===== src/design/cmh_regs.svh =====
// Named constants for the calibration mode command handler.
// Assumes a 10 MHz clock and an ASCII command stream from the host link.
`ifndef CMH_REGS_SVH
`define CMH_REGS_SVH

// ============================================================
// Keyword storage
// ============================================================
`define CMH_KEY_DEFAULT 20'h12345
`define CMH_KEY_DIGITS 3'd5
`define CMH_DIG_MAX 3'd7

// ============================================================
// ASCII characters of the command language
// ============================================================
`define CMH_CH_X 8'h58
`define CMH_CH_K 8'h4b
`define CMH_CH_E 8'h45
`define CMH_CH_H 8'h48
`define CMH_CH_G 8'h47
`define CMH_CH_U 8'h55
`define CMH_CH_STAR 8'h2a
`define CMH_CH_COMMA 8'h2c
`define CMH_CH_SPACE 8'h20
`define CMH_CH_CR 8'h0d
`define CMH_CH_0 8'h30
`define CMH_CH_9 8'h39
`define CMH_CH_LA 8'h61
`define CMH_CH_LZ 8'h7a
`define CMH_CASE_BIT 8'h20

// ============================================================
// Command arguments and reset values
// ============================================================
`define CMH_Q_STATUS 16'h0002
`define CMH_Q_READING 16'h000d
`define CMH_GAIN_CHASSIS 16'h0000
`define CMH_GAIN_SEL 16'h005b
`define CMH_STATUS_RESET 8'h00
`define CMH_FMT_LAST 3'h6

// ============================================================
// Timing
// ============================================================
`define CMH_CLK_HZ 10000000
`define CMH_FLASH_HALF_MS 250
`define CMH_FLASH_HALF_CYC (`CMH_FLASH_HALF_MS * (`CMH_CLK_HZ / 1000))
`define CMH_FLASH_CNT_W 22

`endif


===== src/design/cmh_pkg.sv =====
// Types shared by the calibration mode command handler modules.
// Assumes cmh_regs.svh supplies the numeric constants.
`default_nettype none
package cmh_pkg;

  // ============================================================
  // Parser states, one-hot.
  // ============================================================
  typedef enum logic [3:0] {
    CMH_ST_IDLE = 4'b0001,
    CMH_ST_ARGS = 4'b0010,
    CMH_ST_EXEC = 4'b0100,
    CMH_ST_RESP = 4'b1000
  } cmh_state_t;

  // Kind of calibration step handed to the engine.
  typedef enum logic [1:0] {
    CMH_CAL_NONE = 2'b00,
    CMH_CAL_OFFSET = 2'b01,
    CMH_CAL_GAIN = 2'b10
  } cmh_cal_kind_t;

  // One calibration step request.
  typedef struct packed {
    cmh_cal_kind_t kind;
    logic [15:0] arg0;
    logic [15:0] arg1;
  } cmh_cal_op_t;

  // One write to protected constant storage.
  typedef struct packed {
    logic [7:0] addr;
    logic [15:0] data;
  } cmh_store_wr_t;

  // Calibration status byte, mode bit most significant.
  typedef struct packed {
    logic mode;
    logic active;
    logic bad_cmd;
    logic bad_key;
    logic range_err;
    logic cksum_err;
    logic wr_fail;
    logic rd_fail;
  } cmh_status_t;

endpackage
`default_nettype wire


===== src/design/cmh_flash.sv =====
// Trigger indicator flasher: blinks while a calibration step is active.
// Assumes the same clock and synchronous reset as the handler.
`timescale 1ns/1ps
`default_nettype none
`include "cmh_regs.svh"

module cmh_flash
  import cmh_pkg::*;
#(
  parameter int HALF_CYCLES = `CMH_FLASH_HALF_CYC
) (
  input wire logic clock, // System clock.
  input wire logic rst, // Synchronous reset, active high.
  input wire logic active, // A calibration step is running.
  output logic led // Trigger indicator drive.
);

  logic [`CMH_FLASH_CNT_W-1:0] cnt_reg; // Half-period counter.
  logic led_reg; // Indicator state.
  logic first_reg; // Next active cycle is the first of a step.

  // ============================================================
  // Blink timer
  // ============================================================
  // The counter restarts whenever the step ends, so every step begins
  // with a full lit half period the host can see at once. The
  // first active cycle lights the lamp without counting; after that both halves last
  // the same number of cycles.
  always_ff @(posedge clock) begin
    if (rst || !active) begin
      cnt_reg <= '0;
      led_reg <= 1'b0;
      first_reg <= 1'b1;
    end else if (first_reg) begin
      first_reg <= 1'b0;
      led_reg <= 1'b1;
    end else if (cnt_reg == `CMH_FLASH_CNT_W'(HALF_CYCLES - 1)) begin
      cnt_reg <= '0;
      led_reg <= ~led_reg;
    end else begin
      cnt_reg <= cnt_reg + 1'b1;
    end
  end

  assign led = led_reg;

endmodule
`default_nettype wire


===== src/design/cmh_fmt.sv =====
// Response formatter: a prefix letter, the decimal value, then CR.
// Assumes the consumer applies back-pressure with tx_ready.
`timescale 1ns/1ps
`default_nettype none
`include "cmh_regs.svh"

module cmh_fmt
  import cmh_pkg::*;
(
  input wire logic clock, // System clock.
  input wire logic rst, // Synchronous reset, active high.
  input wire logic start, // Pulse: begin a response.
  input wire logic [15:0] value, // Value to print, taken at start.
  output logic busy, // Response in progress.
  output logic tx_valid, // Character available.
  output logic [7:0] tx_data, // Character, registered.
  input wire logic tx_ready // Consumer takes the character.
);

  // ============================================================
  // Helpers
  // ============================================================
  // Binary to five BCD digits by shift and add-three.
  function automatic logic [19:0] bin2bcd(input logic [15:0] bin);
    logic [35:0] sh;
    sh = {20'h00000, bin};
    for (int i = 0; i < 16; i++) begin
      for (int j = 0; j < 5; j++) begin
        if (sh[16 + 4 * j +: 4] > 4'h4) begin
          sh[16 + 4 * j +: 4] = sh[16 + 4 * j +: 4] + 4'h3;
        end
      end
      sh = sh << 1;
    end
    return sh[35:16];
  endfunction

  // Index of the first digit to print; leading zeros are skipped.
  function automatic logic [2:0] first_idx(input logic [19:0] b);
    logic [2:0] r;
    r = 3'h5;
    for (int k = 1; k < 5; k++) begin
      if (b[4 * k +: 4] != 4'h0) begin
        r = 3'(5 - k);
      end
    end
    return r;
  endfunction

  // Character at an index: prefix, digits, then the terminator.
  function automatic logic [7:0] char_at(input logic [2:0] idx,
                                         input logic [19:0] b);
    logic [7:0] c;
    c = `CMH_CH_CR;
    if (idx == 3'h0) begin
      c = `CMH_CH_U;
    end else if (idx != `CMH_FMT_LAST) begin
      c = `CMH_CH_0 | {4'h0, b[4 * (5 - idx) +: 4]};
    end
    return c;
  endfunction

  logic [19:0] bcd_reg; // Digits of the captured value.
  logic [2:0] idx_reg; // Position of the character on offer.
  logic valid_reg; // Character on offer.
  logic [7:0] data_reg; // Character on offer.
  logic [2:0] idx_next; // Position after the current one.

  assign idx_next = (idx_reg == 3'h0) ? first_idx(bcd_reg)
                                      : idx_reg + 3'h1;

  // ============================================================
  // Character sequencer
  // ============================================================
  // A start during a response is not expected; the handler waits.
  always_ff @(posedge clock) begin
    if (rst) begin
      bcd_reg <= 20'h00000;
      idx_reg <= 3'h0;
      valid_reg <= 1'b0;
      data_reg <= 8'h00;
    end else if (start) begin
      bcd_reg <= bin2bcd(value);
      idx_reg <= 3'h0;
      valid_reg <= 1'b1;
      data_reg <= `CMH_CH_U;
    end else if (valid_reg && tx_ready) begin
      if (idx_reg == `CMH_FMT_LAST) begin
        valid_reg <= 1'b0;
      end else begin
        idx_reg <= idx_next;
        data_reg <= char_at(idx_next, bcd_reg);
      end
    end
  end

  assign busy = valid_reg;
  assign tx_valid = valid_reg;
  assign tx_data = data_reg;

endmodule
`default_nettype wire


===== src/design/cmh_top.sv =====
// Calibration mode command handler: parses ASCII calibration commands,
// keeps the keyword and the status byte, and gates protected writes.
// Assumes one clock, a calibration engine that answers each start with
// one done pulse, and the enable pushbutton arriving asynchronously.
//
// Notes on behaviour
// - Keyword has five digits, default 12345.
// - Unlock command with matching keyword enables calibration.
// - Keyword change accepted only with hardware enable, in or out of calibration mode.
// - Exit command leaves calibration mode.
// - Calibration commands outside mode are refused, flagged.
// - Valid unlock sets status bit 7.
// - Exit command clears status bit 7.
// - Status query returns status byte; 128 means ok.
// - Bit 6 set, indicator flashes while step runs.
// - Read 129, write 130, checksum 132 reported.
// - Range 136, keyword 144, command 160 reported.
// - Channel zero offset command runs chassis offset.
// - Gain command 0,91 runs chassis gain.
// - Keyword rewritable unknown only with hardware enable.
// - Reading query returns the newest counts sampled while acquisition runs.
// - Protected writes need hardware enable input.
`timescale 1ns/1ps
`default_nettype none
`include "cmh_regs.svh"

module cmh_top
  import cmh_pkg::*;
#(
  parameter int FLASH_HALF_CYCLES = `CMH_FLASH_HALF_CYC
) (
  input wire logic clock, // System clock, 10 MHz.
  input wire logic rst, // Synchronous reset, active high.
  input wire logic rx_valid, // Command character offered.
  input wire logic [7:0] rx_data, // Command character.
  output logic rx_ready, // Handler takes the character.
  output logic tx_valid, // Response character offered.
  output logic [7:0] tx_data, // Response character.
  input wire logic tx_ready, // Link takes the response character.
  input wire logic cal_enable_pin, // Hardware enable, async.
  output logic cal_start, // Pulse: start a calibration step.
  output cmh_cal_op_t cal_op, // Step kind and arguments.
  input wire logic cal_done, // Pulse: step finished.
  input wire logic cal_range_err, // With cal_done: value out of range.
  input wire logic eng_wr_req, // Engine asks to write a constant.
  input wire cmh_store_wr_t eng_wr, // Constant address and data.
  output logic store_we, // Pulse: write to protected storage.
  output cmh_store_wr_t store_wr, // Write address and data.
  input wire logic store_rd_fail, // Pulse: storage read failed.
  input wire logic store_wr_fail, // Pulse: storage write failed.
  input wire logic store_cksum_err, // Pulse: storage checksum bad.
  input wire logic adc_valid, // Pulse: new converter sample.
  input wire logic [15:0] adc_count, // Converter sample in counts.
  input wire logic acq_running, // Acquisition in progress.
  output logic cal_mode, // Calibration mode active.
  output logic trig_led // Trigger indicator.
);

  // ============================================================
  // Declarations
  // ============================================================
  cmh_state_t state_reg; // Parser state.
  cmh_state_t state_next; // Parser next state.
  logic [7:0] ch; // Received character, upper case.
  logic take; // Character accepted this cycle.
  logic is_digit; // Character is a decimal digit.
  logic [7:0] op_reg; // Command letter.
  logic star_reg; // Command was prefixed with a star.
  logic comma_reg; // A comma separated two arguments.
  logic bad_fmt_reg; // Malformed command text.
  logic [15:0] arg0_reg; // First decimal argument.
  logic [15:0] arg1_reg; // Second decimal argument.
  logic [19:0] key_acc_reg; // First argument as BCD digits.
  logic [2:0] ndig_reg; // Digits in the first argument.
  logic [19:0] keyword_reg; // Stored calibration keyword.
  logic cal_en_meta_reg; // Enable synchroniser, first stage.
  logic cal_en_reg; // Enable synchroniser, second stage.
  logic mode_reg; // Calibration mode bit.
  logic busy_reg; // Calibration step running.
  logic [5:0] err_reg; // Sticky error bits, status bits 5..0.
  logic [5:0] err_set; // Errors raised this cycle.
  logic err_clr; // Status read clears the errors.
  cmh_status_t status; // Assembled status byte.
  logic [15:0] sample_reg; // Latest converter sample.
  logic start_reg; // Step start pulse.
  cmh_cal_op_t op_out_reg; // Step request held for the engine.
  logic store_we_reg; // Protected write pulse.
  cmh_store_wr_t store_wr_reg; // Protected write payload.
  logic fmt_start; // Begin a response.
  logic [15:0] fmt_value; // Value to print.
  logic fmt_busy; // Response in progress.
  // Decoded actions of the command in execution.
  logic do_unlock, do_change, do_exit, do_cal, do_status, do_read;
  logic e_bad_cmd, e_bad_key, e_wr_fail;
  cmh_cal_kind_t cal_kind;

  // Upper-cases a letter so commands work in either case.
  function automatic logic [7:0] to_upper(input logic [7:0] c);
    logic [7:0] r;
    r = c;
    if (c >= `CMH_CH_LA && c <= `CMH_CH_LZ) begin
      r = c & ~`CMH_CASE_BIT;
    end
    return r;
  endfunction

  // Decimal accumulate; wraps above 65535, which no command needs.
  function automatic logic [15:0] dec_acc(input logic [15:0] a,
                                          input logic [3:0] d);
    logic [19:0] p;
    p = {a, 4'h0} - {2'b00, a, 2'b00} + {16'h0000, d} -
        {4'h0, a} + {3'b000, a, 1'b0} + {4'h0, a} - {4'h0, a};
    p = ({4'h0, a} << 3) + ({4'h0, a} << 1) + {16'h0000, d};
    return p[15:0];
  endfunction

  // ============================================================
  // Hardware enable synchroniser
  // ============================================================
  // The pushbutton is asynchronous; only the second stage is read.
  always_ff @(posedge clock) begin
    if (rst) begin
      cal_en_meta_reg <= 1'b0;
      cal_en_reg <= 1'b0;
    end else begin
      cal_en_meta_reg <= cal_enable_pin;
      cal_en_reg <= cal_en_meta_reg;
    end
  end

  // ============================================================
  // Character intake and parser state
  // ============================================================
  assign ch = to_upper(rx_data);
  assign is_digit = (ch >= `CMH_CH_0) && (ch <= `CMH_CH_9);
  // Characters are held off while a command executes or answers.
  assign rx_ready = (state_reg == CMH_ST_IDLE) ||
                    (state_reg == CMH_ST_ARGS);
  assign take = rx_valid && rx_ready;

  // Next state: a letter opens a command, X closes it.
  always_comb begin
    state_next = state_reg;
    case (state_reg)
      CMH_ST_IDLE: begin
        if (take && ch != `CMH_CH_STAR && ch != `CMH_CH_SPACE &&
            ch != `CMH_CH_CR) begin
          state_next = CMH_ST_ARGS;
        end
      end
      CMH_ST_ARGS: begin
        if (take && ch == `CMH_CH_X) begin
          state_next = CMH_ST_EXEC;
        end
      end
      CMH_ST_EXEC: begin
        // A response holds the parser until the last character leaves.
        state_next = fmt_start ? CMH_ST_RESP : CMH_ST_IDLE;
      end
      CMH_ST_RESP: begin
        if (!fmt_busy) begin
          state_next = CMH_ST_IDLE;
        end
      end
      default: begin
        state_next = CMH_ST_IDLE;
      end
    endcase
  end

  // Parser state register.
  always_ff @(posedge clock) begin
    if (rst) begin
      state_reg <= CMH_ST_IDLE;
    end else begin
      state_reg <= state_next;
    end
  end

  // Command text capture: letter, star, arguments and keyword digits.
  always_ff @(posedge clock) begin
    if (rst || state_reg == CMH_ST_EXEC) begin
      op_reg <= 8'h00;
      star_reg <= 1'b0;
      comma_reg <= 1'b0;
      bad_fmt_reg <= 1'b0;
      arg0_reg <= 16'h0000;
      arg1_reg <= 16'h0000;
      key_acc_reg <= 20'h00000;
      ndig_reg <= 3'h0;
    end else if (take && state_reg == CMH_ST_IDLE) begin
      if (ch == `CMH_CH_STAR) begin
        star_reg <= 1'b1;
      end else begin
        op_reg <= ch;
      end
    end else if (take && state_reg == CMH_ST_ARGS) begin
      if (is_digit && !comma_reg) begin
        arg0_reg <= dec_acc(arg0_reg, ch[3:0]);
        key_acc_reg <= {key_acc_reg[15:0], ch[3:0]};
        if (ndig_reg != `CMH_DIG_MAX) begin
          ndig_reg <= ndig_reg + 3'h1;
        end
      end else if (is_digit) begin
        arg1_reg <= dec_acc(arg1_reg, ch[3:0]);
      end else if (ch == `CMH_CH_COMMA && !comma_reg) begin
        comma_reg <= 1'b1;
      end else if (ch != `CMH_CH_X && ch != `CMH_CH_SPACE) begin
        bad_fmt_reg <= 1'b1;
      end
    end
  end

  // ============================================================
  // Command decode, active only in the execute cycle
  // ============================================================
  always_comb begin
    do_unlock = 1'b0;
    do_change = 1'b0;
    do_exit = 1'b0;
    do_cal = 1'b0;
    do_status = 1'b0;
    do_read = 1'b0;
    e_bad_cmd = 1'b0;
    e_bad_key = 1'b0;
    e_wr_fail = 1'b0;
    cal_kind = CMH_CAL_NONE;
    if (state_reg != CMH_ST_EXEC) begin
      e_bad_cmd = 1'b0;
    end else if (bad_fmt_reg) begin
      e_bad_cmd = 1'b1;
    end else if (op_reg == `CMH_CH_K && !star_reg) begin
      // Unlock needs all five digits and an exact match.
      if (ndig_reg == `CMH_KEY_DIGITS && key_acc_reg == keyword_reg) begin
        do_unlock = 1'b1;
      end else begin
        e_bad_key = 1'b1;
      end
    end else if (op_reg == `CMH_CH_K) begin
      // The enable input stands in for the old keyword.
      if (!mode_reg && !cal_en_reg) begin
        e_bad_cmd = 1'b1;
      end else if (ndig_reg != `CMH_KEY_DIGITS) begin
        e_bad_key = 1'b1;
      end else if (!cal_en_reg) begin
        e_wr_fail = 1'b1;
      end else begin
        do_change = 1'b1;
      end
    end else if (op_reg == `CMH_CH_E) begin
      do_exit = 1'b1;
    end else if (op_reg == `CMH_CH_H || op_reg == `CMH_CH_G) begin
      // A step while locked or while another runs is refused.
      if (!mode_reg || busy_reg) begin
        e_bad_cmd = 1'b1;
      end else if (op_reg == `CMH_CH_H) begin
        do_cal = 1'b1;
        cal_kind = CMH_CAL_OFFSET;
      end else if (!comma_reg || (arg0_reg == `CMH_GAIN_CHASSIS &&
                                  arg1_reg != `CMH_GAIN_SEL)) begin
        e_bad_cmd = 1'b1;
      end else begin
        do_cal = 1'b1;
        cal_kind = CMH_CAL_GAIN;
      end
    end else if (op_reg == `CMH_CH_U && arg0_reg == `CMH_Q_STATUS) begin
      do_status = 1'b1;
    end else if (op_reg == `CMH_CH_U && arg0_reg == `CMH_Q_READING) begin
      do_read = 1'b1;
    end else begin
      e_bad_cmd = 1'b1;
    end
  end

  // ============================================================
  // Keyword, mode and step state
  // ============================================================
  // Keyword is held here and reset to 12345; it changes only when enabled.
  always_ff @(posedge clock) begin
    if (rst) begin
      keyword_reg <= `CMH_KEY_DEFAULT;
    end else if (do_change && cal_en_reg) begin
      keyword_reg <= key_acc_reg;
    end
  end

  // Mode bit: set by a good unlock, cleared by the exit command.
  always_ff @(posedge clock) begin
    if (rst) begin
      mode_reg <= 1'b0;
    end else if (do_unlock) begin
      mode_reg <= 1'b1;
    end else if (do_exit) begin
      mode_reg <= 1'b0;
    end
  end

  // Step runs from its start pulse until the engine reports done.
  always_ff @(posedge clock) begin
    if (rst) begin
      busy_reg <= 1'b0;
      start_reg <= 1'b0;
      op_out_reg <= '0;
    end else begin
      start_reg <= do_cal;
      if (do_cal) begin
        busy_reg <= 1'b1;
        op_out_reg <= '{kind: cal_kind, arg0: arg0_reg, arg1: arg1_reg};
      end else if (cal_done) begin
        busy_reg <= 1'b0;
      end
    end
  end

  // ============================================================
  // Error flags
  // ============================================================
  assign err_set = {e_bad_cmd, e_bad_key, cal_done && cal_range_err,
                    store_cksum_err, store_wr_fail || e_wr_fail ||
                    (eng_wr_req && !cal_en_reg), store_rd_fail};
  assign err_clr = do_status;

  // Errors stay until a status query has reported them; a fresh error
  // in the same cycle as that query survives it.
  always_ff @(posedge clock) begin
    if (rst) begin
      err_reg <= 6'(`CMH_STATUS_RESET);
    end else begin
      err_reg <= (err_reg & ~{6{err_clr}}) | err_set;
    end
  end

  assign status = '{mode: mode_reg, active: busy_reg,
                    bad_cmd: err_reg[5], bad_key: err_reg[4],
                    range_err: err_reg[3], cksum_err: err_reg[2],
                    wr_fail: err_reg[1], rd_fail: err_reg[0]};

  // ============================================================
  // Protected storage gate and converter sample
  // ============================================================
  // Engine writes pass only while the hardware enable is in.
  always_ff @(posedge clock) begin
    if (rst) begin
      store_we_reg <= 1'b0;
      store_wr_reg <= '0;
    end else begin
      store_we_reg <= eng_wr_req && cal_en_reg;
      if (eng_wr_req) begin
        store_wr_reg <= eng_wr;
      end
    end
  end

  // Newest sample taken while acquisition runs is kept for each reading query.
  always_ff @(posedge clock) begin
    if (rst) begin
      sample_reg <= 16'h0000;
    end else if (adc_valid && acq_running) begin
      sample_reg <= adc_count;
    end
  end

  // ============================================================
  // Response and indicator
  // ============================================================
  assign fmt_start = do_status || do_read;
  // The whole byte is printed, so error weights add to the mode bit.
  assign fmt_value = do_read ? sample_reg : {8'h00, status};

  cmh_fmt u_fmt (
    .clock(clock),
    .rst(rst),
    .start(fmt_start),
    .value(fmt_value),
    .busy(fmt_busy),
    .tx_valid(tx_valid),
    .tx_data(tx_data),
    .tx_ready(tx_ready)
  );

  cmh_flash #(
    .HALF_CYCLES(FLASH_HALF_CYCLES)
  ) u_flash (
    .clock(clock),
    .rst(rst),
    .active(busy_reg),
    .led(trig_led)
  );

  assign cal_start = start_reg;
  assign cal_op = op_out_reg;
  assign store_we = store_we_reg;
  assign store_wr = store_wr_reg;
  assign cal_mode = mode_reg;

endmodule
`default_nettype wire


===== config.mk =====
export PLATFORM = sky130hd
export DESIGN_NAME = cmh_top
export DESIGN_NICKNAME = d
export VERILOG_FILES = /design/src/design/cmh_pkg.sv /design/src/design/cmh_flash.sv /design/src/design/cmh_fmt.sv /design/src/design/cmh_top.sv
export VERILOG_INCLUDE_DIRS = /design/src /design/src/design
export SDC_FILE = /design/constraint.sdc
export NUM_CORES = 1
export LEC_CHECK = 0
export ABC_AREA = 1
export BUFFER_PORTS_ARGS = -buffer_cell sky130_fd_sc_hd__buf_2
export CAP_MARGIN = 20
export CORE_UTILIZATION = 55
export CTS_CLUSTER_DIAMETER = 200
export DETAILED_ROUTE_END_ITERATION = 8
export GPL_TIMING_DRIVEN = 0
export PLACE_DENSITY_LB_ADDON = 0.12
export SETUP_SLACK_MARGIN = 0.5
export SLEW_MARGIN = 10
export SYNTH_ARGS = -nofsm -noshare
export SYNTH_HDL_FRONTEND = slang
export SYNTH_SLANG_ARGS = --single-unit

===== constraint.sdc =====
create_clock -name clock -period 9.8 [get_ports clock]
set_input_delay 1.96 -clock clock [delete_from_list [all_inputs] [get_ports clock]]
set_output_delay 1.96 -clock clock [all_outputs]
set_load 0.03 [all_outputs]

* After elaboration in Yosys (flattened, before gate mapping)
Cells that the tools add are included.
Storage, ports and cells: bits in registers 232, input port bits 61, output and inout bits 72, word-level logic and storage cells 582
Cells by class: $add $sub $neg 76, $lt $le $gt $ge 72, eq/ne operators 31, shift-type cells 1, mux-type cells 299, bitwise gates (word level) 10, reduce and logical (&&, ||, !) cells 62
Operator list (count):
- $mux 4 | 166
- $gt 4x3->1 const B | 67
- $add 4x2->4 const B | 55
- $mux 3 | 38
- $mux 1 | 77
- $eq 8x7->1 const B | 6
- $add 3x2->3 const B | 12
- $shiftx 20x33->4 | 1
- $add 16x16->16 | 2
- $add 16x4->16 | 2
- $mux 7 | 4
- $logic_and 1x1->1 | 24
- $add 22x1->22 const B | 1
- $eq 22x22->1 const B | 1
- $mux 22 | 1
- $eq 20x20->1 | 1
- $mux 2 | 9
- $eq 16x2->1 const B | 1
- $eq 16x4->1 const B | 1
- $eq 8x6->1 const B | 2
- $logic_not 16->1 | 1
- $mux 16 | 1
- $ne 16x7->1 const B | 1
- $ne 8x6->1 const B | 2
- 36 further kinds | 75

* Longest topological paths before layout
Gate-level depths: netlist of the first run.
word-level depth 69, gate-level depth with buffers 90

* Hierarchy
From an unflattened synthesis of the first run, not the netlist that was laid out.
Second synthesis, totals: cells, all modules 2375, area total of the unflattened synthesis 15444.8 um^2
By module, submodules not included:
- cmh_top | times used 1, cells each 1196, area each 8725.9 um^2, seq. area each 3503.4 um^2
- cmh_fmt | times used 1, cells each 950, area each 5276.3 um^2, seq. area each 620.6 um^2
- cmh_flash | times used 1, cells each 229, area each 1442.6 um^2, seq. area each 480.5 um^2

* Worst setup path before layout of the first run
Ideal clock, no wire load.
path type flip-flop to flip-flop, start register state_reg[0], end register u_fmt.bcd_reg[5], arrival time 9.537 ns, required time 9.687 ns, slack 0.149 ns, stages on the path, launching flop included 86, path buffers 1, cells stage by stage dfxtp_1 nor2_2 nand3_2 inv_2 nand2_1 nor2_2 nand2_1 inv_2 clkbuf_1 nand2_1 ha_1 inv_1 ha_1 inv_1 nand2_1 nand2_1 ha_1 inv_1 (+50 left out) nor2_2 inv_2 nand2_2 nand2_1 nand2_1 inv_1 ha_1 inv_1 nand2_2 nand2_4 nand3_2 ha_1 inv_1 o211ai_2 nand2_1 nand2_1 nand3_1 nand2_1
Between the ends: cells in the longest elaborated chain, start to end 61, elaborated cells between the ends (all ways) 138, those cells by class add/sub: 27; order compare: 27; eq/ne: 1; mux: 82; reduce/logical: 1
RTL lines:
- start, declared | RTL line cmh_top.sv:62 | cmh_state_t state_reg;
- start signal, assigned | RTL line cmh_top.sv:176 | state_reg <= state_next;
- $ne 4x3->1 (*) | RTL line cmh_top.sv:228 | if (state_reg != CMH_ST_EXEC) begin
- $mux 1 | RTL line cmh_top.sv:228
- $mux 16 | RTL line cmh_top.sv:368 | assign fmt_value = do_read ? sample_reg : {8'h00, status};
- $gt 1x3->1 or $add 1x2->3 (tied branches) | RTL line cmh_fmt.sv:29, cmh_fmt.sv:30
- $mux 4 | RTL line cmh_fmt.sv:29 | if (sh[16 + 4 * j +: 4] > 4'h4) begin
- $mux 4 | RTL line cmh_fmt.sv:82 | end else if (start) begin
- $mux 4 | RTL line cmh_fmt.sv:77 | if (rst) begin
- $add 4x2->4 or $gt 4x3->1 (tied branches) | RTL line cmh_fmt.sv:30, cmh_fmt.sv:29
- (+45 left out)
- $mux 4 | RTL line cmh_fmt.sv:82
- $mux 4 | RTL line cmh_fmt.sv:77
- $add 4x2->4 or $gt 4x3->1 (tied branches) | RTL line cmh_fmt.sv:30, cmh_fmt.sv:29
- $mux 4 | RTL line cmh_fmt.sv:29
- $mux 4 | RTL line cmh_fmt.sv:82
- $mux 4 | RTL line cmh_fmt.sv:77
- $add 4x2->4 or $gt 4x3->1 (tied branches) | RTL line cmh_fmt.sv:30, cmh_fmt.sv:29
- $mux 4 | RTL line cmh_fmt.sv:29
- end signal, assigned | RTL line cmh_fmt.sv:83 | bcd_reg <= bin2bcd(value);
- end, declared | RTL line cmh_fmt.sv:63 | logic [19:0] bcd_reg;
Mark *: on every way between the ends. The rest lies on a longest branch, timed or not. The select of a mux whose other input is x is not followed. A chain may end at the register's enable or synchronous reset.

* Worst setup path in the final report of the first run
start register op_reg[1], end register u_fmt.bcd_reg[2]
Between the ends: cells in the longest elaborated chain, start to end 69, elaborated cells between the ends (all ways) 99, those cells by class add/sub: 15; order compare: 15; eq/ne: 5; mux: 59; reduce/logical: 5
RTL lines:
- start, declared | RTL line cmh_top.sv:67 | logic [7:0] op_reg;
- start signal, assigned | RTL line cmh_top.sv:195 | op_reg <= ch;
- $eq 8x7->1 (no line)
- $logic_and 1x1->1 (no line)
- $mux 1 | RTL line cmh_top.sv:268 | end else if (op_reg == `CMH_CH_U && arg0_reg == `CMH_Q_READING) begin
- $mux 1 | RTL line cmh_top.sv:266 | end else if (op_reg == `CMH_CH_U && arg0_reg == `CMH_Q_STATUS) begin
- $mux 1 | RTL line cmh_top.sv:252 | end else if (op_reg == `CMH_CH_H || op_reg == `CMH_CH_G) begin
- $mux 1 | RTL line cmh_top.sv:250 | end else if (op_reg == `CMH_CH_E) begin
- $mux 1 | RTL line cmh_top.sv:239 | end else if (op_reg == `CMH_CH_K) begin
- $mux 1 | RTL line cmh_top.sv:232 | end else if (op_reg == `CMH_CH_K && !star_reg) begin
- (+53 left out)
- $mux 4 | RTL line cmh_fmt.sv:82
- $mux 4 | RTL line cmh_fmt.sv:77
- $gt 4x3->1 or $add 4x2->4 (tied branches) | RTL line cmh_fmt.sv:29, cmh_fmt.sv:30
- $mux 4 | RTL line cmh_fmt.sv:29
- $mux 4 | RTL line cmh_fmt.sv:82
- $mux 4 | RTL line cmh_fmt.sv:77
- $add 4x2->4 or $gt 4x3->1 (tied branches) | RTL line cmh_fmt.sv:30, cmh_fmt.sv:29
- $mux 4 | RTL line cmh_fmt.sv:29
Parallel ways exist; a longest one is shown, timed or not. The select of a mux whose other input is x is not followed.

==> metrics.md, run 1 <==
| Metric | Value |
|---|---|
| Outcome | `finished with violations` |
| Failing checks | `DRC` |
| Pwr Density | `126 nW/um^2` |
| Skew final | `0.0223 ns` |
| CP Capture Type | `register` |
| Max reg flops | `34` |
| Met1 Use GR | `36.9%` |
| Syn_nets | `2310` |
| Maximum fanout along the worst path | `5` |
| Slowest CP cell | `dfxtp_1` |
| Tightest Pin Transition | `0.932 ns` |
| Total GRT Usage | `28.0%` |
| First-pass GRT wire length | `62400 um` |
| CORE AREA | `26100 um^2` |
| Register area | `4620 um^2` |
| Cell Count, Final, Fillers Out | `2713` |
| Leak | `8.54 nW` |
| Height of the die | `165 um` |
| Total die area | `27300 um^2` |
| Final Cycle Share | `91.9%` |
| Nets | `2524` |
| Unrepaired setup endpoints after global routing | `no` |
| Fillers | `2306` |
| Synth Flop Type | `dfxtp_1` |
| CTS tree | `yes` |
| Register area share after synthesis | `31.4%` |
| Ys Warns | `0` |
| Largest net degree at the start of global routing | `14` |
| Vias in the first global route | `13381` |
| HPWL after detailed placement | `29000 um` |
| Critical Path RT | `10.23 ns` |
| Type of element launching the critical path | `register` |
| Initial core utilization | `56.1%` |
| Met2 global-route usage | `47.5%` |
| Clk buf depth | `3` |
| Placer Congestion | `0.923` |
| Post-route DRC | `4` |
| Gr busiest metal | `met2` |
| Row Count | `59` |
| Combinational power share | `8.8%` |
| Setup TNS Final | `0 ns` |
| Count of final hold-check violations | `0` |
| IO Pins | `133` |
| Shortest period the worst path allows | `9.01 ns` |
| Syn_area_per_cell | `6.84 um^2` |
| Area grow syn2layout | `20.1%` |
| CTS buffer count | `27` |
| Post-Synthesis Cells | `2145` |
| Final setup vio count | `0` |
| Clock Sinks | `230` |
| Int Pwr | `0.00167 W` |
| Ant diodes | `0` |
| First drt pass iteration count | `7` |
| GRT met3 Usage | `2.80%` |
| Post-DRT Antenna Nets | `0` |
| Initial antenna violation count | `0` |
| FMAX | `0.111 GHz` |
| Routed via count | `14750` |
| Hold Path Class | `register to register` |
| Clock power frac | `47.1%` |
| Hold Worst Slack | `0.409 ns` |
| Total gr overflow | `0` |
| Via-per-instance ratio | `5.44` |
| Most frequent CP cell | `nand2_2` |
| Psw | `0.000558 W` |
| Post-synth EDFFs | `0` |
| Max Cap Viol | `0` |
| Clk root buf | `clkbuf_16` |
| Crit-path max cell delay | `0.36 ns` |
| Die Width | `165 um` |
| #FFs+latches synth | `230` |
| Dpl cells | `2611` |
| Count of cell types in the netlist | `61` |
| Critical path arrival | `9.43 ns` |
| Area of the multi-input gates | `9230 um^2` |
| Max-slew violation count | `0` |
| Worst VDD drop | `122 uV` |
| IO buf count | `131` |
| Post-synthesis cell area | `14700 um^2` |
| Share of cells above drive strength 1 | `19.8%` |
| Reg clk slew, reported paths | `0.06 ns` |
| CTS hold repair buffers | `0` |
| Clk_lat worst skew | `0.54 ns` |
| Placed cell area | `15800 um^2` |
| Fin area | `17600 um^2` |
| Sw Ratio | `25.1%` |
| Async S/R FF share, synth | `0%` |
| Setup CP Type | `register to register` |
| Rel. slew slack | `37.4%` |
| Initial DRC count | `920` |
| CTS H-tree lvls | `1` |
| Final WL | `39400 um` |
| Avg WL per Cell | `14.5 um` |
| Sequential power share | `44.1%` |
## path summary, 6_finish.rpt
kind / end / slack [ns] / depth (start not counted) / from
setup / recovery: u_fmt.bcd_reg[2] / 0.79 / 84 / op_reg[1]
hold reg to reg: cal_en_reg / 0.41 / 2 / cal_en_meta_reg
setup reg to reg: u_fmt.bcd_reg[2] / 0.79 / 84 / op_reg[1]
hold / removal: cal_en_reg / 0.41 / 2 / cal_en_meta_reg
## cell type report
cell class	instances	share of cell area [%]
sequential	230	26.2
clock buffer	37	4.28
timing repair buffer	185	6.09
inverter	295	6.38
buffer	51	1.24
multi-input combinational	1569	52.4
tap	335	2.38
clock inverter	11	0.960
## critical path: cells and delay by family, from the launching register on
| kind | cells | cell delay [ns] |
|---|---|---|
| DFF | 1 | 0.36 |
| buffers and inverters | 20 | 1.48 |
| adders and majority gates | 12 | 2.09 |
| and+or+nand+nor | 47 | 4.42 |
| AOI/OAI and AO/OA | 3 | 0.22 |
| xor gates and xnor gates | 2 | 0.33 |
## layout by cell type (no fill, tap or decap), types with 8 or more instances in the layout
| master | synthesis | routed |
|---|---|---|
| o211ai_1 | 15 | 15 |
| nor2_2 | 7 | 8 |
| xnor2_1 | 17 | 17 |
| nor2_1 | 243 | 234 |
| nand4_1 | 24 | 24 |
| a21oi_1 | 138 | 137 |
| nor2_4 | 1 | 9 |
| ha_4 | 0 | 8 |
| nand2_4 | 11 | 22 |
| nor3_1 | 30 | 30 |
| buf_4 | 1 | 52 |
| dfxtp_1 | 230 | 221 |
| nand3_2 | 15 | 16 |
| inv_2 | 25 | 33 |
| nand2_2 | 60 | 82 |
| buf_2 | 1 | 132 |
| a211oi_1 | 31 | 31 |
| nand3_1 | 120 | 115 |
| o21bai_1 | 8 | 8 |
| nand2_1 | 438 | 405 |
| inv_1 | 264 | 251 |
| clkbuf_16 | 0 | 28 |
| xor2_1 | 26 | 26 |
| clkbuf_1 | 46 | 51 |
| o21ai_2 | 11 | 10 |
| o21ai_0 | 167 | 166 |
| ha_2 | 0 | 10 |
| nand3b_1 | 9 | 9 |
| ha_1 | 100 | 82 |
| nor4_1 | 22 | 22 |
| o21ai_1 | 14 | 14 |
| dfxtp_2 | 0 | 8 |
## per-layer routing
layer / vias up / share of wire (%)
met5: - / 0
met4: 0 / 2.9
met3: 74 / 4.9
met2: 372 / 47
met1: 6831 / 45
li1: 7473 / -
## cell families (layout without fill, tap and decap cells)
kind of cell             count (synthesis)  after routing  synth area share (%)
buffers and inverters                  346            579                  8.89
other                                    1              1                0.0256
AO/OA/AOI/OAI                          417            417                  16.3
adder cells (fa/ha/maj)                104            104                  9.08
XOR/XNOR                                48             48                  3.12
flip-flops                             230            230                  31.4
multiplexers                             1              1                0.0683
AND/OR/NAND/NOR                        998            998                  31.1
## cell usage after synthesis, types with 2 or more instances
master / number / area share (%)
a21o_1: 4 / 0.20
nor2_1: 243 / 6.2
nand2_2: 60 / 2.6
xor2_2: 5 / 0.55
o21bai_1: 8 / 0.41
nor4_1: 22 / 0.94
and2_1: 3 / 0.13
o21ai_1: 14 / 0.48
nand2_1: 438 / 11
clkbuf_1: 46 / 1.2
o21ai_0: 167 / 5.7
o31ai_1: 3 / 0.15
o211ai_1: 15 / 0.77
o22ai_1: 4 / 0.17
nor3_1: 30 / 1.0
nand4_1: 24 / 1.0
ha_1: 100 / 8.5
a21oi_1: 138 / 4.7
dfxtp_1: 230 / 31
xor2_1: 26 / 1.6
inv_1: 264 / 6.8
o221ai_1: 3 / 0.18
nand3_2: 15 / 1.0
a221oi_1: 4 / 0.24
fa_1: 4 / 0.55
nand3b_1: 9 / 0.46
and3_1: 3 / 0.13
xnor2_1: 17 / 1.0
a211oi_1: 31 / 1.6
o21ai_2: 11 / 0.66
nand3_4: 3 / 0.36
o21a_1: 3 / 0.15
buf_1: 3 / 0.077
inv_2: 25 / 0.64
nor2_2: 7 / 0.30
a22oi_1: 2 / 0.10
nand3_1: 120 / 4.1
clkinv_1: 6 / 0.15
nand2_4: 11 / 0.84
nand3b_2: 3 / 0.23
## power by group through the flow
| stage | Combinational (W) | Sequential [W] | Clock (W) |
|---|---|---|---|
| finish | 0.000197 | 0.000981 | 0.00105 |
| global route | 0.000218 | 0.000984 | 0.00110 |
| CTS | 0.000187 | 0.000979 | 0.00106 |
| detailed placement | 0.000182 | 0.000998 | 0 |
| global placement | 0.000178 | 0.000997 | 0 |
| floorplan | 0.000108 | 0.00101 | 0 |
## repair_timing
| item | 4_1_cts | 5_1_grt |
|---|---|---|
| gates resized for setup | 48 | 86 |
| setup buffers | 24 | 30 |
| setup endpoints to repair | 19 | 19 |
| gates cloned | 0 | 0 |
| pin swaps | 25 | 40 |
## through the flow
step,worst slack [ns],utilization (%),power [W]
floorplan,0.502,-,0.00112
global placement,-0.531,60.4,0.00118
detailed placement,-0.802,60.4,0.00118
CTS,0.510,65.3,0.00222
global route,0.269,67.4,0.00230
finish,0.794,67.4,0.00223
Note: power is estimated with default switching activity, not from simulation.
==> run 2: changes to the inputs <==
--- a/config.mk
+++ b/config.mk
@@ -6,10 +6,9 @@
 export SDC_FILE = /design/constraint.sdc
 export NUM_CORES = 1
 export LEC_CHECK = 0
-export ABC_AREA = 1
 export BUFFER_PORTS_ARGS = -buffer_cell sky130_fd_sc_hd__buf_2
 export CAP_MARGIN = 20
-export CORE_UTILIZATION = 55
+export CORE_UTILIZATION = 56
 export CTS_CLUSTER_DIAMETER = 200
 export DETAILED_ROUTE_END_ITERATION = 8
 export GPL_TIMING_DRIVEN = 0
==> run 2 against run 1 <==
Net effect: the run ends with setup timing left; global-route usage rose by 3.0 points; die area rose by 8.8%; sequential power fell by 1%; critical endpoint is now u_fmt.bcd_reg[10].
==> metrics.md, run 2 <==
| Metric | Value |
|---|---|
| Post-route DRC | `0 (-4)` |
| Height of the die | `172 um (+4.3%)` |
| Post-DRT Antenna Nets | `0 (unchanged)` |
| Most numerous cell in the Yosys netlist | `nand2_1` |
| Most frequent CP cell | `ha_4` |
| Hold Path End | `cal_en_reg` |
| Delay-heaviest family, CP | `compound AO/OA/AOI/OAI gates` |
| Pwr Density | `100 nW/um^2 (-21%)` |
| Initial antenna violation count | `2 (+2)` |
| FMAX | `0.0773 GHz (-30%)` |
| Register area share after synthesis | `28.3% (-3.1 points)` |
| Clk buf depth | `3 (unchanged)` |
| Post-synth EDFFs | `0 (unchanged)` |
| Yosys top cell by area | `dfxtp_1` |
| Buf+Inv Stages, Crit Path | `15 (-25%)` |
| Max reg flops | `34 (unchanged)` |
| CTS buffer count | `25 (-7.4%)` |
| First drt pass iteration count | `6 (-1)` |
| Vias in the first global route | `15454 (+15%)` |
| Path depth of the worst reg2reg path | `66 (-21%)` |
| Flop2flop setup slack | `-3.14 ns (-3.93 ns)` |
| Commonest non-fill, non-tap cells in the layout | `249 x nand2_1, 222 x dfxtp_1, 220 x nor2_1, 152 x a21oi_1, 139 x buf_2` |
| Max-slew violation count | `0 (unchanged)` |
| #FFs+latches synth | `230 (unchanged)` |
| Rel. slew slack | `21.0% (-16 points)` |
| Clk root buf | `clkbuf_16` |
| Row Count | `62 (+5.1%)` |
| HPWL after detailed placement | `32100 um (+11%)` |
| Via-per-instance ratio | `6.15 (+13%)` |
| Clk_lat worst skew | `0.53 ns (about the same)` |
| Total gr overflow | `0 (unchanged)` |
| CTS tree | `yes` |
| Maximum fanout along the worst path | `7 (+2)` |
| Area grow syn2layout | `29.4%` |
| Failing checks | `setup timing` |
| Share of the synthesized area in the top cell type | `28.3% (-3.1 points)` |
| Register area | `4620 um^2 (about the same)` |
| Critical Path RT | `10.25 ns (+0.02 ns)` |
| CTS hold repair buffers | `0 (unchanged)` |
| Type of element launching the critical path | `register` |
| Share of cells above drive strength 1 | `27.6% (+7.8 points)` |
| CP Capture Type | `register` |
| Largest net degree at the start of global routing | `15 (+1)` |
| IO buf count | `130 (-0.76%)` |
| WHS Path Cells | `1 (-1)` |
| Syn_area_per_cell | `8.06 um^2 (+18%)` |
| Worst VDD drop | `139 uV (+14%)` |
| Critical path arrival | `13.39 ns (+3.96 ns)` |
| Met1 Use GR | `37.6% (+0.76 points)` |
| Tightest Pin Transition | `1.17 ns (+0.236 ns)` |
| Post-Synthesis Cells | `2019 (-5.9%)` |
| R2r endpoint | `u_fmt.bcd_reg[10]` |
| Unrepaired setup endpoints after global routing | `yes` |
| Clock Sinks | `230 (unchanged)` |
| Gr busiest metal | `met2` |
| Fillers | `2064 (-10%)` |
| Min-delay src | `cal_en_meta_reg` |
| Met2 global-route usage | `56.2% (+8.7 points)` |
| GRT met3 Usage | `4.42% (+1.6 points)` |
| Post-layout util | `73.5% (+6.2 points)` |
| Setup crit start | `arg0_reg[5]` |
| Post-synthesis cell area | `16300 um^2 (+11%)` |
| Routed via count | `16786 (+14%)` |
| Most common cell after layout, fill and taps aside | `nand2_1` |
| Final setup vio count | `19 (+19)` |
| Synth Flop Type | `dfxtp_1` |
| Reg2reg start | `arg0_reg[5]` |
| Dpl cells | `2533 (-3.0%)` |
| Placer Congestion | `0.887 (-3.9%)` |
| Ys Warns | `0 (unchanged)` |
| Skew final | `0.0264 ns (+0.00415 ns)` |
| Crit-path max cell delay | `0.58 ns (+0.22 ns)` |
| Die Width | `172 um (+4.3%)` |
| Async S/R FF share, synth | `0% (unchanged)` |
| PnR worst setup slack | `-3.14 ns (-3.93 ns)` |
| CORE AREA | `28600 um^2 (+9.5%)` |
| Setup CP Type | `register to register` |
| Leak | `8.73 nW (+2.2%)` |
| Main area contributors after synthesis | `dfxtp_1 28%, ha_1 7.7%, mux2i_1 6.0%, nand2_1 5.9%, nor2_1 5.4%` |
| Initial DRC count | `1328 (+44%)` |
| Total die area | `29700 um^2 (+8.8%)` |
| First-pass GRT wire length | `75400 um (+21%)` |
| Cell Count, Final, Fillers Out | `2729 (+0.59%)` |
| Total GRT Usage | `31.0% (+3.0 points)` |
| Syn_nets | `2184 (-5.5%)` |
| Area of the multi-input gates | `12500 um^2 (+35%)` |
| Outcome | `finished with violations` |
| Synth top cells by count | `256 x nand2_1, 232 x nor2_1, 230 x dfxtp_1, 164 x a21oi_1, 100 x ha_1` |
| Initial core utilization | `56.8% (+0.71 points)` |
| Reg clk slew, reported paths | `0.06 ns (about the same)` |
| Hold Path Class | `register to register` |
| CTS H-tree lvls | `1 (unchanged)` |
| IO Pins | `133 (unchanged)` |
| Shortest period the worst path allows | `12.94 ns (+3.93 ns)` |
| Final Cycle Share | `132% (+40 points)` |
| Count of final hold-check violations | `0 (unchanged)` |
| Final WL | `50000 um (+27%)` |
| Nets | `2492 (-1.3%)` |
| Avg WL per Cell | `18.3 um (+26%)` |
| Post-place setup slack | `-4.40 ns (-3.60 ns)` |
| Count of cell types in the netlist | `119 (+95%)` |
| Max Cap Viol | `0 (unchanged)` |
| Ant diodes | `0 (unchanged)` |
| Slowest CP cell | `or4_4` |
==> run 2: cell count changes after synthesis, moves of 24 or more <==
cell	before	now
nand3_1	120	54
inv_2	25	1
o21ai_0	167	41
a31oi_1	1	28
mux2i_1	1	97
nand2_1	438	256
clkbuf_1	46	74
a21oi_1	138	164
xnor2_1	17	61
inv_1	264	57
nand2_2	60	1
==> run 2: layout make-up <==
class,instances,area share [%]
timing repair buffer,281,9.01
buffer,98,2.39
inverter,58,1.12
tap,384,2.28
multi-input combinational,1633,59.2
clock inverter,15,0.802
clock buffer,30,3.25
sequential,230,21.9
==> run 2: worst max path at each step <==
stage | slack [ns] | end | cells past startpoint
floorplan | -2.80 | u_fmt.bcd_reg[10] | 67
detailed placement | -4.40 | u_fmt.bcd_reg[10] | 69
finish | -3.14 | u_fmt.bcd_reg[10] | 66
global route | -3.48 | u_fmt.bcd_reg[10] | 68
CTS | -2.77 | u_fmt.bcd_reg[10] | 69
global placement | -4.23 | u_fmt.bcd_reg[10] | 69
==> run 2: power by group <==
part           internal [W]  switching [W]  total, W
logic             0.0000619       0.000105  0.000167
registers          0.000955      0.0000150  0.000971
clock network      0.000579       0.000399  0.000978
total               0.00160       0.000519   0.00212
==> run 2: kinds of logic after synthesis <==
logic type,after synthesis,share of synthesized area (%)
flops,230,28.3
simple gates,810,24.2
mux,120,8.10
xor+xnor,96,5.40
compound gates,502,22.0
fa+ha+maj,104,8.19
other cells,1,0.0231
buf+inv,156,3.82
==> run 2: layer usage <==
| layer | routed length [um] | share of wire (%) |
|---|---|---|
| met3 | 3230 | 6.5 |
| met4 | 1920 | 3.8 |
| met5 | 18 | 0.036 |
| met2 | 24800 | 50 |
| met1 | 20100 | 40 |
==> run 2: metrics by stage <==
stage	cell area, um^2	hold slack (ns)	total power (W)	TNS, ns
final	21100	0.446	0.00212	-55.05
after global routing	21100	0.468	0.00218	-62.25
after CTS	20300	0.446	0.00211	-48.28
after detailed placement	17900	0.431	0.00114	-73.95
after global placement	17900	0.424	0.00114	-70.74
after floorplan	16800	0.414	0.00109	-44.76
==> run 2: what timing repair did <==
item | CTS | global route
setup buffers | 111 | 40
cloned | 0 | 0
endpoints found under the setup margin | 19 | 19
pin swaps | 92 | 81
gates resized for setup | 147 | 85
hold endpoints to repair | 0 | 0
==> run 3: changes to the inputs <==
--- a/config.mk
+++ b/config.mk
@@ -9,9 +9,11 @@
 export BUFFER_PORTS_ARGS = -buffer_cell sky130_fd_sc_hd__buf_2
 export CAP_MARGIN = 20
 export CORE_UTILIZATION = 56
+export CTS_BUF_LIST = sky130_fd_sc_hd__clkbuf_4 sky130_fd_sc_hd__clkbuf_8 sky130_fd_sc_hd__clkbuf_16
 export CTS_CLUSTER_DIAMETER = 200
 export DETAILED_ROUTE_END_ITERATION = 8
 export GPL_TIMING_DRIVEN = 0
+export MAX_ROUTING_LAYER = met4
 export PLACE_DENSITY_LB_ADDON = 0.12
 export SETUP_SLACK_MARGIN = 0.5
 export SLEW_MARGIN = 10
==> run 3 against run 2 <==
Net effect: the flow still finishes with violations (setup timing); largest power group unchanged; clock power rose by 7%; sequential cell count did not move; die area did not move; sequential share of layout area rose by 0.13 points; final area fell by 0.65%; critical path type unchanged; hold slack improved by 0.0025 ns; total power rose by 3.4%; clock skew fell by 0.0079 ns; fmax barely moved; worst setup slack got worse by 0.0094 ns; combinational power fell by 3%; highest routed layer is now met4; non-clock buffer count fell by 13.
==> metrics.md, run 3 (same netlist as run 2, synthesis figures left out) <==
| Metric | Value |
|---|---|
| Outcome | `finished with violations` |
| Failing checks | `setup timing` |
| CTS tree | `yes` |
| R2r endpoint | `u_fmt.bcd_reg[10]` |
| Routed via count | `16544 (-1.4%)` |
| Type of element launching the critical path | `register` |
| Total GRT Usage | `32.1% (+1.1 points)` |
| Avg WL per Cell | `17.9 um (-2.1%)` |
| Most frequent CP cell | `buf_6` |
| Critical Path End | `u_fmt.bcd_reg[10]` |
| Maximum fanout along the worst path | `7 (unchanged)` |
| Setup TNS Final | `-52.77 ns (+2.28 ns)` |
| Skew final | `0.0185 ns (-0.00794 ns)` |
| CTS buffer count | `25 (unchanged)` |
| Clk root buf | `clkbuf_16` |
| Initial core utilization | `56.8% (unchanged)` |
| Unrepaired setup endpoints after global routing | `yes` |
| PnR worst setup slack | `-3.15 ns (-0.00941 ns)` |
| Reg2reg start | `state_reg[1]` |
| Max Cap Viol | `0 (unchanged)` |
| First drt pass iteration count | `5 (-1)` |
| Via-per-instance ratio | `6.08 (-1.1%)` |
| Total gr overflow | `0 (unchanged)` |
| Buf+Inv Stages, Crit Path | `23 (+8)` |
| CP Capture Type | `register` |
| Largest net degree at the start of global routing | `15 (unchanged)` |
| Final Cycle Share | `132% (about the same)` |
| Placer Congestion | `0.902 (+1.7%)` |
| Worst VDD drop | `124 uV (-11%)` |
| Critical path arrival | `13.39 ns (about the same)` |
| Final setup vio count | `19 (unchanged)` |
| Clk buf depth | `3 (unchanged)` |
| CTS H-tree lvls | `1 (unchanged)` |
| Path depth of the worst reg2reg path | `71 (+7.6%)` |
| Vias in the first global route | `15524 (+0.45%)` |
| Post-route DRC | `0 (unchanged)` |
| Initial antenna violation count | `4 (+2)` |
| Clock Sinks | `230 (unchanged)` |
| Max reg flops | `34 (unchanged)` |
| Nets | `2479 (-0.52%)` |
| Flop2flop setup slack | `-3.15 ns (about the same)` |
| Count of final hold-check violations | `0 (unchanged)` |
| Share of cells above drive strength 1 | `27.0% (-0.66 points)` |
| Clk_lat worst skew | `0.52 ns (about the same)` |
| Rel. slew slack | `31.3% (+10 points)` |
| Most common cell after layout, fill and taps aside | `nand2_1` |
| CP Depth | `71 (+7.6%)` |
| Die Width | `172 um (unchanged)` |
| Pwr Density | `105 nW/um^2 (+4.1%)` |
| First-pass GRT wire length | `75900 um (+0.61%)` |
| Total die area | `29700 um^2 (unchanged)` |
| Post-layout util | `73.1% (-0.48 points)` |
| Height of the die | `172 um (unchanged)` |
| Area grow syn2layout | `28.6%` |
| Shortest period the worst path allows | `12.95 ns (+0.00941 ns)` |
| Row Count | `62 (unchanged)` |
| HPWL after detailed placement | `32500 um (+1.3%)` |
| Post-DRT Antenna Nets | `0 (unchanged)` |
| Slowest CP cell | `or4b_4` |
| IO buf count | `130 (unchanged)` |
| Hold Path Class | `register to register` |
| Crit-path max cell delay | `0.56 ns (-0.02 ns)` |
| Max-slew violation count | `0 (unchanged)` |
| Reg clk slew, reported paths | `0.06 ns (about the same)` |
| CTS hold repair buffers | `0 (unchanged)` |
| Commonest non-fill, non-tap cells in the layout | `251 x nand2_1, 224 x nor2_1, 223 x dfxtp_1, 152 x a21oi_1, 139 x buf_2` |
| Delay-heaviest family, CP | `compound AO/OA/AOI/OAI gates` |
| FMAX | `0.0772 GHz (about the same)` |
| CORE AREA | `28600 um^2 (unchanged)` |
| Setup CP Type | `register to register` |
| Initial DRC count | `1241 (-6.6%)` |
| Critical Path RT | `10.24 ns (about the same)` |
| Tightest Pin Transition | `1.03 ns (-0.138 ns)` |
| Leak | `8.69 nW (-0.43%)` |
| IO Pins | `133 (unchanged)` |
| Final WL | `48800 um (-2.4%)` |
| Setup crit start | `state_reg[1]` |
-- run 3: cell count changes in the layout (fill, tap and decap cells not counted), sizes merged --
cell | before | now
clkinv | 7 | 5
bufinv | 3 | 6
inv | 60 | 58
buf | 307 | 294
diode | 0 | 4
clkbuf | 102 | 103
-- run 3: layout make-up --
cell class,instances,area [um^2]
Multi-Input combinational cell,1633,12400
Fill cell,2115,7710
Sequential cell,230,4620
Timing Repair Buffer,268,1750
Clock buffer,31,696
Buffer,98,497
Tap cell,384,480
Inverter,58,236
Clock inverter,14,229
Antenna cell,4,10.0
-- run 3: repair_timing --
item	4_1_cts	5_1_grt
hold endpoints to repair	0	0
resized for setup	142	68
buffers inserted	104	33
pin swaps	80	68
endpoints found under the setup margin	19	19
cloned	0	0
-- run 3: worst reg2reg max path: cells and delay by family, from the launching register on --
family / cells / cell delay (ns)
fa+ha+maj: 9 / 1.61
xor+xnor: 3 / 0.56
simple gates: 15 / 3.29
flops: 1 / 0.34
compound gates: 18 / 3.57
buf+inv: 23 / 2.63
mux: 3 / 0.84
-- run 3: power by group --
group          internal (W)  total [W]  switching (W)  leakage, nW
registers          0.000956   0.000971      0.0000154         1.87
clock network      0.000661    0.00105       0.000393        0.455
logic             0.0000590   0.000162       0.000103         6.37
total               0.00168    0.00219       0.000511         8.69
-- run 3: worst min-delay path by stage --
| stage | start | endpoint | slack, ns | cells past startpoint |
|---|---|---|---|---|
| after floorplan | cal_en_meta_reg | cal_en_reg | 0.41 | 1 |
| final | cal_en_meta_reg | cal_en_reg | 0.45 | 1 |
| after detailed placement | cal_en_meta_reg | cal_en_reg | 0.43 | 1 |
| after global placement | cal_en_meta_reg | cal_en_reg | 0.42 | 1 |
| after global routing | cal_en_meta_reg | cal_en_reg | 0.48 | 1 |
| after CTS | cal_en_meta_reg | cal_en_reg | 0.45 | 1 |
-- run 3: stage by stage --
| stage | setup slack [ns] | hold WS (ns) | total power [W] | instance area (um^2) | std cells |
|---|---|---|---|---|---|
| 2_1_floorplan | -2.80 | 0.414 | 0.00109 | 16800 | 2019 |
| 4_1_cts | -2.65 | 0.449 | 0.00219 | 20300 | 2682 |
| 3_3_place_gp | -4.21 | 0.422 | 0.00114 | 17900 | 2533 |
| 5_1_grt | -3.45 | 0.475 | 0.00226 | 20900 | 2720 |
| 3_5_place_dp | -4.41 | 0.434 | 0.00114 | 17900 | 2533 |
| 6_report | -3.15 | 0.448 | 0.00219 | 20900 | 2720 |
-- run 3: per-layer routing --
layer / vias up / track usage (%) / wire, um
li1: 7916 / - / -
met1: 7862 / 37.7 / 19900
met2: 628 / 55.0 / 24000
met3: 138 / 4.33 / 2960
met4: 0 / 13.4 / 1980
met5: - / - / 0
